## config.mk

```make
export PLATFORM = sky130hd
export DESIGN_NAME = rsc_reset_shutdown_control
export DESIGN_NICKNAME = d
export VERILOG_FILES = /design/src/core/rsc_pkg.sv /design/src/core/rsc_reset_shutdown_control.sv
export SDC_FILE = /design/constraint.sdc
export NUM_CORES = 1
export LEC_CHECK = 0
export ABC_AREA = 1
export BUFFER_PORTS_ARGS = -buffer_cell sky130_fd_sc_hd__clkbuf_2
export CORE_ASPECT_RATIO = 1.1
export CORE_MARGIN = 2
export CORE_UTILIZATION = 45
export DETAILED_ROUTE_END_ITERATION = 8
export PLACE_DENSITY_LB_ADDON = 0.08
export SLEW_MARGIN = 5
export SYNTH_ARGS = -nofsm -noshare
export SYNTH_HDL_FRONTEND = slang
export SYNTH_SLANG_ARGS = --single-unit
```

## constraint.sdc

```tcl
create_clock -name clk_i -period 14.5 [get_ports clk_i]
set_input_delay 2.9 -clock clk_i [delete_from_list [all_inputs] [get_ports clk_i]]
set_output_delay 2.9 -clock clk_i [all_outputs]
set_load 0.005 [all_outputs]
```

## src/core/rsc_pkg.sv

```systemverilog
// Package for the reset and shutdown control block: register map, field positions,
// reset values and timing counts. Shared by the design and the bench.
package rsc_pkg;

    // Register indices on the plain register port (word addresses)
    localparam logic [3:0] ADDR_POWER_MODE   = 4'h0;
    localparam logic [3:0] ADDR_RST_FIRST    = 4'h1;
    localparam logic [3:0] ADDR_RST_SECOND   = 4'h2;
    localparam logic [3:0] ADDR_CLK_CTRL     = 4'h3;
    localparam logic [3:0] ADDR_STATUS       = 4'h4;

    // Power mode field encodings
    localparam logic [2:0] PM_ACTIVE         = 3'h0;
    localparam logic [2:0] PM_DEEP_SLEEP     = 3'h2;
    localparam logic [2:0] PM_BACKUP         = 3'h4;
    localparam logic [2:0] PM_SHUTDOWN       = 3'h7;
    localparam int         PM_LSB            = 0;
    localparam int         STORAGE_EN_BIT    = 8;

    // First reset control register fields
    localparam int         RST_PERIPH_BIT    = 0;
    localparam int         RST_SOFT_BIT      = 1;
    localparam int         RST_SYS_BIT       = 2;
    localparam int         RST_LP_LSB        = 8;
    localparam int         RST_LP_WIDTH      = 3;
    localparam int         RST_PER_LSB       = 16;
    localparam int         RST_PER_WIDTH     = 16;

    // Clock control fields: oscillator enables and system source select
    localparam int         CLK_SEL_LSB       = 0;
    localparam int         CLK_INTERNAL_BAUD_RATE_OSC_BIT      = 4;
    localparam int         CLK_EXTERNAL_HIGH_FREQ_OSC_BIT      = 5;
    localparam int         CLK_EXTERNAL_TIMEKEEPING_OSC_BIT     = 6;
    localparam logic [2:0] SRC_PRIMARY       = 3'h0;
    localparam logic [31:0] CLK_CTRL_RESET   = 32'h0000_0000;

    // Status fields
    localparam int         ST_LAST_LSB       = 0;
    localparam int         ST_PM_LSB         = 4;

    // Reset scopes, widest first in priority
    typedef enum logic [2:0] {
        RSC_SCOPE_NONE   = 3'b000,
        RSC_SCOPE_PERIPH = 3'b001,
        RSC_SCOPE_SOFT   = 3'b010,
        RSC_SCOPE_SYS    = 3'b011,
        RSC_SCOPE_POR    = 3'b100
    } rsc_scope_e;

    // Length of the scope reset pulses sent to the domains; the per-peripheral reset bits last one cycle
    localparam int         PULSE_NS          = 100;
    localparam int         CLK_PERIOD_NS     = 25;
    localparam logic [3:0] PULSE_CYCLES      = 4'((PULSE_NS + CLK_PERIOD_NS - 1) / CLK_PERIOD_NS);

endpackage

```

## src/core/rsc_reset_shutdown_control.sv

```systemverilog
// Reset scope generator and shutdown control for the microcontroller.
// Assumes: rst_i is the power-on reset (supply cycling), watchdog events come
// from the same clock domain, the reset pin is asynchronous.
`timescale 1ns/1ps
`default_nettype none

module rsc_reset_shutdown_control (
    input  wire logic        clk_i,
    input  wire logic        rst_i,
    // Register port
    input  wire logic [3:0]  addr_i,
    input  wire logic [31:0] wdata_i,
    input  wire logic        wr_i,
    input  wire logic        rd_i,
    output logic      [31:0] rdata_o,
    // Reset sources and power events
    input  wire logic        ext_reset_pin_n_i,
    input  wire logic [1:0]  watchdog_reset_i,
    input  wire logic        standby_exit_i,
    input  wire logic        deep_sleep_exit_i,
    // Reset outputs to the domains, active high
    output logic             periph_reset_o,
    output logic             lp_periph_reset_o,
    output logic [15:0]      per_periph_reset_o,
    output logic [15:0]      per_periph_reset2_o,
    output logic             gpio_reset_o,
    output logic             cpu_reset_o,
    output logic             watchdog_reset_o,
    output logic             global_ctrl_reset_o,
    output logic             always_on_reset_o,
    output logic             ram_retention_reset_o,
    output logic             fetch_vector_o,
    // Power and clock state
    output logic             core_power_on_o,
    output logic             always_on_power_on_o,
    output logic             ram_power_on_o,
    output logic             wakeup_enable_o,
    output logic             irq_enable_o,
    output logic             bus_clk_on_o,
    output logic             cpu_clk_on_o,
    output logic [2:0]       power_mode_o,
    output logic [2:0]       system_osc_source_sel_o,
    output logic             restore_active_o
);

    // ==========================================================
    // Reset pin synchroniser
    // ==========================================================
    logic [2:0] pin_sync;
    logic       pin_asserted;

    always_ff @(posedge clk_i or posedge rst_i) begin
        if (rst_i) begin
            pin_sync <= 3'h7;
        end else begin
            pin_sync <= {pin_sync[1:0], ext_reset_pin_n_i};
        end
    end

    logic pin_level;
    logic pin_level_q;
    // Second and third stage agree before the level changes
    assign pin_level = (pin_sync[1] == pin_sync[2]) ? pin_sync[2] : pin_level_q;

    always_ff @(posedge clk_i or posedge rst_i) begin
        if (rst_i) begin
            pin_level_q <= 1'b1;
        end else begin
            pin_level_q <= pin_level;
        end
    end
    // Only the falling edge of the filtered pin requests a reset, so a pin held
    // low gives one pulse of standard length rather than an endless one
    assign pin_asserted = pin_level_q && !pin_level;

    // ==========================================================
    // Register decode
    // ==========================================================
    logic        in_shutdown;
    logic [2:0]  power_mode;
    logic        storage_en;
    logic [31:0] clk_ctrl;
    logic [31:0] rst_second;
    logic [2:0]  last_scope;

    wire wr_pm     = wr_i && (addr_i == rsc_pkg::ADDR_POWER_MODE);
    wire wr_rst1   = wr_i && (addr_i == rsc_pkg::ADDR_RST_FIRST);
    wire wr_rst2   = wr_i && (addr_i == rsc_pkg::ADDR_RST_SECOND);
    wire wr_clk    = wr_i && (addr_i == rsc_pkg::ADDR_CLK_CTRL);
    wire [2:0] wr_mode = wdata_i[rsc_pkg::PM_LSB +: 3];

    // Shutdown entry needs no handshake: the write itself is the trigger
    wire go_shutdown = wr_pm && (wr_mode == rsc_pkg::PM_SHUTDOWN);

    // Reset requests; everything is ignored once in shutdown
    wire req_periph = wr_rst1 && wdata_i[rsc_pkg::RST_PERIPH_BIT];
    wire req_soft   = wr_rst1 && wdata_i[rsc_pkg::RST_SOFT_BIT];
    wire req_sys    = (wr_rst1 && wdata_i[rsc_pkg::RST_SYS_BIT])
                      || pin_asserted || (|watchdog_reset_i)
                      || standby_exit_i;

    // Widest scope among simultaneous requests
    rsc_pkg::rsc_scope_e next_scope;
    always_comb begin
        if (in_shutdown) begin
            next_scope = rsc_pkg::RSC_SCOPE_NONE;
        end else if (req_sys) begin
            next_scope = rsc_pkg::RSC_SCOPE_SYS;
        end else if (req_soft) begin
            next_scope = rsc_pkg::RSC_SCOPE_SOFT;
        end else if (req_periph) begin
            next_scope = rsc_pkg::RSC_SCOPE_PERIPH;
        end else begin
            next_scope = rsc_pkg::RSC_SCOPE_NONE;
        end
    end

    wire sc_sys  = (next_scope == rsc_pkg::RSC_SCOPE_SYS);
    wire sc_soft = sc_sys  || (next_scope == rsc_pkg::RSC_SCOPE_SOFT);
    wire sc_per  = sc_soft || (next_scope == rsc_pkg::RSC_SCOPE_PERIPH);

    wire [15:0] sel_per1 = (wr_rst1 && !in_shutdown) ?
                           wdata_i[rsc_pkg::RST_PER_LSB +: rsc_pkg::RST_PER_WIDTH] : 16'h0000;
    wire [15:0] sel_per2 = (wr_rst2 && !in_shutdown) ? wdata_i[15:0] : 16'h0000;

    // ==========================================================
    // Control state
    // ==========================================================
    always_ff @(posedge clk_i or posedge rst_i) begin
        if (rst_i) begin
            in_shutdown <= 1'b0;
            power_mode  <= rsc_pkg::PM_ACTIVE;
            storage_en  <= 1'b0;
            clk_ctrl    <= rsc_pkg::CLK_CTRL_RESET;
            rst_second  <= 32'h0000_0000;
            last_scope  <= 3'(rsc_pkg::RSC_SCOPE_POR);
        end else if (in_shutdown) begin
            in_shutdown <= 1'b1;
        end else if (go_shutdown) begin
            in_shutdown <= 1'b1;
            power_mode  <= rsc_pkg::PM_SHUTDOWN;
        end else if (sc_sys) begin
            // Global control registers and clocks back to defaults
            power_mode  <= rsc_pkg::PM_ACTIVE;
            storage_en  <= 1'b0;
            clk_ctrl    <= rsc_pkg::CLK_CTRL_RESET;
            last_scope  <= 3'(next_scope);
        end else begin
            if (sc_per) begin
                // Peripheral and soft resets leave globals alone
                last_scope <= 3'(next_scope);
            end
            if (wr_pm) begin
                power_mode <= wr_mode;
                storage_en <= wdata_i[rsc_pkg::STORAGE_EN_BIT];
            end
            if (deep_sleep_exit_i) begin
                power_mode <= rsc_pkg::PM_ACTIVE;
            end
            if (wr_clk) begin
                clk_ctrl <= wdata_i;
            end
            if (wr_rst2) begin
                rst_second <= wdata_i;
            end
        end
    end

    // ==========================================================
    // Reset pulse stretcher, one counter each for the peripheral, soft and system scopes
    // ==========================================================
    logic [3:0] cnt_per;
    logic [3:0] cnt_soft;
    logic [3:0] cnt_sys;
    logic [15:0] per1_q;
    logic [15:0] per2_q;

    always_ff @(posedge clk_i or posedge rst_i) begin
        if (rst_i) begin
            cnt_per  <= 4'h0;
            cnt_soft <= 4'h0;
            cnt_sys  <= 4'h0;
            per1_q   <= 16'h0000;
            per2_q   <= 16'h0000;
        end else begin
            cnt_per  <= sc_per  ? rsc_pkg::PULSE_CYCLES : ((cnt_per  != 4'h0) ? cnt_per  - 4'h1 : 4'h0);
            cnt_soft <= sc_soft ? rsc_pkg::PULSE_CYCLES : ((cnt_soft != 4'h0) ? cnt_soft - 4'h1 : 4'h0);
            cnt_sys  <= sc_sys  ? rsc_pkg::PULSE_CYCLES : ((cnt_sys  != 4'h0) ? cnt_sys  - 4'h1 : 4'h0);
            per1_q   <= sel_per1;
            per2_q   <= sel_per2;
        end
    end

    // ==========================================================
    // Registered outputs
    // ==========================================================
    wire per_on  = sc_per  || (cnt_per  > 4'h1);
    wire soft_on = sc_soft || (cnt_soft > 4'h1);
    wire sys_on  = sc_sys  || (cnt_sys  > 4'h1);
    wire live    = !(in_shutdown || go_shutdown);

    always_ff @(posedge clk_i or posedge rst_i) begin
        if (rst_i) begin
            // Power-on reset hits every domain
            periph_reset_o        <= 1'b1;
            lp_periph_reset_o     <= 1'b1;
            per_periph_reset_o    <= 16'hFFFF;
            per_periph_reset2_o   <= 16'hFFFF;
            gpio_reset_o          <= 1'b1;
            cpu_reset_o           <= 1'b1;
            watchdog_reset_o      <= 1'b1;
            global_ctrl_reset_o   <= 1'b1;
            always_on_reset_o     <= 1'b1;
            ram_retention_reset_o <= 1'b1;
            fetch_vector_o        <= 1'b1;
            core_power_on_o       <= 1'b1;
            always_on_power_on_o  <= 1'b1;
            ram_power_on_o        <= 1'b1;
            wakeup_enable_o       <= 1'b0;
            irq_enable_o          <= 1'b0;
            bus_clk_on_o          <= 1'b1;
            cpu_clk_on_o          <= 1'b1;
            power_mode_o          <= rsc_pkg::PM_ACTIVE;
            system_osc_source_sel_o         <= rsc_pkg::SRC_PRIMARY;
            restore_active_o      <= 1'b0;
            rdata_o               <= 32'h0000_0000;
        end else begin
            periph_reset_o        <= per_on;
            // Low-power peripherals follow peripheral/soft, not system
            lp_periph_reset_o     <= (sc_per && !sc_sys) || (cnt_per > 4'h1 && cnt_sys == 4'h0);
            per_periph_reset_o    <= sel_per1;
            per_periph_reset2_o   <= sel_per2;
            gpio_reset_o          <= soft_on;
            cpu_reset_o           <= sys_on;
            watchdog_reset_o      <= sys_on;
            global_ctrl_reset_o   <= sys_on;
            always_on_reset_o     <= 1'b0;
            ram_retention_reset_o <= 1'b0;
            fetch_vector_o        <= sys_on;
            core_power_on_o       <= live;
            always_on_power_on_o  <= live;
            ram_power_on_o        <= live;
            wakeup_enable_o       <= live;
            irq_enable_o          <= live;
            bus_clk_on_o          <= live;
            cpu_clk_on_o          <= live;
            power_mode_o          <= go_shutdown ? rsc_pkg::PM_SHUTDOWN : power_mode;
            system_osc_source_sel_o         <= sc_sys ? rsc_pkg::SRC_PRIMARY : clk_ctrl[rsc_pkg::CLK_SEL_LSB +: 3];
            restore_active_o      <= deep_sleep_exit_i && live;
            rdata_o               <= 32'h0000_0000;
            if (rd_i) begin
                unique case (addr_i)
                    rsc_pkg::ADDR_POWER_MODE: rdata_o <= {23'h0, storage_en, 5'h0, power_mode};
                    rsc_pkg::ADDR_RST_FIRST:  rdata_o <= {per1_q, 16'h0000};
                    rsc_pkg::ADDR_RST_SECOND: rdata_o <= rst_second;
                    rsc_pkg::ADDR_CLK_CTRL:   rdata_o <= clk_ctrl;
                    rsc_pkg::ADDR_STATUS:     rdata_o <= {25'h0, power_mode, 1'b0, last_scope};
                    default:                  rdata_o <= 32'h0000_0000;
                endcase
            end
        end
    end

endmodule // rsc_reset_shutdown_control

`default_nettype wire

```

## Yosys cells after proc, flatten, opt, wreduce, memory -nomap -nowiden

Cells that the tools add are included.

- Logic and storage cells: 115
- Bits of input ports: 45
- Register bits after elaboration: 182

- Reduce and logical (&&, ||, !) cells: 43
- $add $sub $neg: 3
- Bitwise logic cells: 3
- Muxes and demuxes: 29
- Equal/unequal tests: 9
- $lt $le $gt $ge: 3

Operators by type and width:

| cell | number |
|---|---|
| $pmux W32 S5 | 1 |
| $mux W32 | 3 |
| $mux W16 | 2 |
| $mux W3 | 8 |
| $mux W4 | 6 |
| $reduce_bool A4 Y1 | 4 |
| $logic_and A1 B1 Y1 | 14 |
| $gt A4 B1 Y1 const B | 3 |
| $sub A4 B1 Y4 const B | 3 |
| $logic_or A1 B1 Y1 | 10 |
| $reduce_and A3 Y1 | 3 |
| $eq A4 B2 Y1 const B | 2 |
| $logic_not A4 Y1 | 2 |
| $eq A3 B2 Y1 const B | 2 |
| $mux W1 | 6 |
| $mux W2 | 3 |
| $reduce_bool A2 Y1 | 3 |
| $eq A4 B1 Y1 const B | 1 |
| $eq A4 B3 Y1 const B | 1 |
| $logic_not A1 Y1 | 4 |
| $reduce_and A4 Y1 | 1 |
| $eq A3 B1 Y1 const B | 1 |
| $eq A3 B3 Y1 const B | 1 |
| $not A1 Y1 | 3 |
| other kinds (3) | 3 |

## Logic depth before layout (Yosys ltp)

- Depth in word-level cells: 14
- Mapped depth: 10
- Mapped depth without buffers: 9

## Least setup slack after synthesis

Ideal clock, no wire load.

- Path type: input -> register
- Start point: input addr_i[3]
- End point: register clk_ctrl[8]
- Arrival time: 3,851 ps
- Stages: 9
- Required time: 14,379 ps
- Setup slack: 10,528 ps
- Path through: nor2_2 > nand2_2 > inv_2 > nand2_2 > nor2_4 > nor2_4 > o21ai_4 > buf_6 > o21ai_1

- Word-level cells in the longest chain between the ends: 11

Ends and longest elaborated chain:

| element | RTL line | RTL |
|---|---|---|
| from (decl) | rsc_reset_shutdown_control.sv:11 | `input wire logic [3:0] addr_i,` |
| $eq A4 B1 Y1 | rsc_reset_shutdown_control.sv:87 | `wire wr_rst1 = wr_i && (addr_i == rsc_pkg::ADDR_RST_FIRST);` |
| $logic_and A1 B1 Y1 | rsc_reset_shutdown_control.sv:87 |  |
| $logic_and A1 B1 Y1 | rsc_reset_shutdown_control.sv:98 | `wire req_sys = (wr_rst1 && wdata_i[rsc_pkg::RST_SYS_BIT])` |
| $logic_or A1 B1 Y1 (2 in a row) | rsc_reset_shutdown_control.sv:99 | `\|\| pin_asserted \|\| (\|watchdog_reset_i)` |
| $logic_or A1 B1 Y1 | rsc_reset_shutdown_control.sv:100 | `\|\| standby_exit_i;` |
| $mux W2 | rsc_reset_shutdown_control.sv:107 | `end else if (req_sys) begin` |
| $mux W2 | rsc_reset_shutdown_control.sv:105 | `if (in_shutdown) begin` |
| $eq A3 B2 Y1 | rsc_reset_shutdown_control.sv:118 | `wire sc_sys = (next_scope == rsc_pkg::RSC_SCOPE_SYS);` |
| $reduce_bool A2 Y1 (no source line) | n/a |  |
| $reduce_and A3 Y1 (no source line) | n/a |  |
| to (signal assigned) | rsc_reset_shutdown_control.sv:134 | `clk_ctrl <= rsc_pkg::CLK_CTRL_RESET;` |
| to (signal assigned) | rsc_reset_shutdown_control.sv:146 | `clk_ctrl <= rsc_pkg::CLK_CTRL_RESET;` |
| to (signal assigned) | rsc_reset_shutdown_control.sv:161 | `clk_ctrl <= wdata_i;` |
| to (decl) | rsc_reset_shutdown_control.sv:82 | `logic [31:0] clk_ctrl;` |

Several ways; a longest one is shown, not always the timed one.
A chain may end at the register's enable or synchronous reset.

## Worst setup path in the final report

- Start point: input watchdog_reset_i[1]
- End point: register rst_second[10]

- Word-level cells in the longest chain between the ends: 8

Ends and longest elaborated chain:

| element | RTL line | RTL |
|---|---|---|
| from (decl) | rsc_reset_shutdown_control.sv:18 | `input wire logic [1:0] watchdog_reset_i,` |
| $reduce_or A2 Y1 | rsc_reset_shutdown_control.sv:99 |  |
| $logic_or A1 B1 Y1 | rsc_reset_shutdown_control.sv:99 |  |
| $logic_or A1 B1 Y1 | rsc_reset_shutdown_control.sv:100 |  |
| $mux W2 | rsc_reset_shutdown_control.sv:107 |  |
| $mux W2 | rsc_reset_shutdown_control.sv:105 |  |
| $eq A3 B2 Y1 | rsc_reset_shutdown_control.sv:118 |  |
| $not A1 Y1 (no source line) | n/a |  |
| $reduce_and A4 Y1 (no source line) | n/a |  |
| to (signal assigned) | rsc_reset_shutdown_control.sv:164 | `rst_second <= wdata_i;` |
| to (decl) | rsc_reset_shutdown_control.sv:83 | `logic [31:0] rst_second;` |

No other way between the ends.

==> run metrics <==
status complete, no violations; Fin Setup TNS 0 ps; multi-input logic area 2036 sq um; max_cap viols 0; cts hold-fix bufs 0; relative slew slack 0.2342; Core ar. 15680 sq um; initial antenna violation count 0; FF/Latch Area 4608 sq um; VDD IR-drop max 0.00008006 V; Synth cell types 32; cell with the most instances after synthesis nand2_1; routed vias/inst 4.874; Area Growth Syn to Fin 18.43%; Main synth FF type dfrtp_1; Post-synth top cells 237 x nand2_1, 139 x dfrtp_1, 80 x inv_1, 55 x nor2_1, 43 x dfstp_2; clk_skew 10.19 ps; Fill cells 1419; critical path's most frequent cell nand2_2; dpl hpwl 10070 microns; clk buf depth 2; Nets 903; num ports 132; drt first pass iters 5; Synth Instances 743; vias after detailed routing 5220; internal power 0.8996 mW; post-cts repair resize count 0; crit path max fanout 64; worst-margin pin slew 1145 ps; P_sw 0.2937 mW; GRT Util Overall 0.1958; crit-path cells clkbuf_2 > nor3_2 > nand3_2 > nand2_2 > nand2_2 > o21ai_0; CTS buffer count 17; Skew-Pair Late Insertion Delay 430 ps; initial core utilization 0.4595; critical path arrival 5590 ps; WP data required 14810 ps; Post-Route WL 15830 microns; Crit. End Element flop; Mapped Area 7202 sq um; slowest CP cell nand2_2; pwr dens 139.9 nW/um^2; Final Max Slew Viols 0; Design Power 1.193 mW; Clock transition at path regs 70 ps; Final setup viols 0; cell family with most CP delay simple AND/OR/NAND/NOR gates; clock power share 0.421; post-synthesis register bit count 182; chip width 124.6 microns; Post-DP Area 7881 sq um; Synth area leader dfrtp_1; CTS tree built; switch share 0.2461; fin crit period 5282 ps; Leakage 4.468 nW; share of layout cells above drive strength 1 0.2859; Synth async-reset ratio 1.000; Diodes inserted 0; RSZ-0062 raised after global routing false; worst hold path type flop to flop; antenna viol nets, final 0; die height 136.7 microns; EDFF count, synth 0; row cnt 48; clock root buffer clkbuf_16; WP buf/inv 1; syn nets 788; sequential element share of the synthesized area 0.6399; Remaining Overflow, GRT 0; combinational power share 0.098; synth warn 0; # Post-CTS Setup Buffers 0; fin area 8529 sq um; crit path launch type primary input; global-route wire length before repair 25880 microns; largest net degree at the start of global routing 118; Final Hold Fails 0; CTS sink cnt 182; H-tree Lvls 4; Mean Syn Cell Area 9.693 sq um; crit path kind primary input to flop; fin crit share 0.3643; Seq pwr share 0.480; f_max 189.3 MHz; input/output buffers 131; vias in the first global route 5163; average wire per standard cell 14.78 microns; Yosys top cell area share 0.4830; Max stage delay on crit path 950 ps; DIE AREA 17030 sq um; DR iter-0 viols 442; DR DRC count 0; routability congestion estimate from global placement 0.7862; Area contributors post-synth dfrtp_1 48%, dfstp_2 16%, nand2_1 12%
[metrics by stage]
step | setup WS (ps) | hold WS (ps) | std cells | utilization
3_5_place_dp | 8814 | 355.8 | 1039 | 0.5028
4_1_cts | 9231 | 365.2 | 1071 | 0.5441
6_report | 9218 | 363.7 | 1071 | 0.5441
3_3_place_gp | 8948 | 346.2 | 1039 | 0.5028
2_1_floorplan | 6727 | 345.2 | 743 | -
5_1_grt | 8935 | 370.0 | 1071 | 0.5441
[power by group through the flow]
stage	Sequential (mW)	Clock, mW	Combinational, mW
3_5_place_dp	0.581	0	0.119
3_3_place_gp	0.580	0	0.115
5_1_grt	0.578	0.536	0.134
4_1_cts	0.573	0.513	0.120
6_report	0.573	0.503	0.117
2_1_floorplan	0.577	0	0.0887
[per-layer routing]
layer,track usage,up-vias,part of all wire
met2,0.3163,142,0.47
met3,0.04457,18,0.048
li1,-,2523,-
met4,0.07491,0,0.014
met1,0.2607,2537,0.46
met5,0,-,0
[path summary, 6_finish.rpt]
kind | startpoint | to | slack, ps | cells after the start
min in group asynchronous | rst_i | rdata_o[11] | 2690 | 2
max in group asynchronous | rst_i | rdata_o[20] | 10380 | 3
min | pin_sync[0] | pin_sync[1] | 360 | 0
min reg2reg | pin_sync[0] | pin_sync[1] | 360 | 0
max reg2reg | pin_sync[1] | rst_second[10] | 11320 | 5
max | watchdog_reset_i[1] | rst_second[10] | 9220 | 6
[area by class of cell]
cell class / instances / share of cell area
Timing Repair Buffer: 134 / 0.07951
Tap cell: 200 / 0.02934
Inverter: 81 / 0.03623
Clock buffer: 20 / 0.05237
Sequential cell: 182 / 0.5403
Multi-Input combinational cell: 442 / 0.2387
Clock inverter: 12 / 0.02362
[placed cells by master, fill, tap and decap left out, types with 2 or more instances in the layout]
master      Yosys  routed
a21oi_1        13      13
buf_4          14       3
bufinv_16       0       5
clkbuf_1        3       2
clkbuf_16       0      17
clkbuf_2        0     131
clkinvlp_4      0       5
dfrtp_1       139     139
dfstp_2        43      43
inv_1          80      79
inv_6           0       2
nand2_1       237     236
nand2_2         3       4
nand3_1        31      31
nand3_2         2       2
nand3b_1        2       2
nand4_1         4       4
nor2_1         55      55
nor2_2          2       2
nor2_4          2       2
nor3_1          8       8
nor3_2          2       2
nor3b_1         2       2
o211ai_1        3       3
o21ai_0        27      27
o21ai_1        15      15
o21ai_2        27      27
o22ai_1         2       2
[cell families after synthesis]
logic type | count (synthesis) | share of synthesized area
compound gates | 89 | 0.07922
fa+ha+maj | 1 | 0.001390
buf+inv | 119 | 0.07783
xor+xnor | 1 | 0.001216
other cells | 1 | 0.0005207
simple gates | 350 | 0.2000
flops | 182 | 0.6399
[registers in the layout (all words and copies together), names as in the netlist, 3 cells and up]
signal	cells
cnt_sys	4
per_periph_reset_o	16
per1_q	16
power_mode_o	3
cnt_per	4
rst_second	32
pin_sync	3
cnt_soft	4
system_osc_source_sel_o	3
last_scope	3
rdata_o	32
power_mode	3
clk_ctrl	32
per_periph_reset2_o	16
No activity file was read; power rests on OpenSTA's default activity.
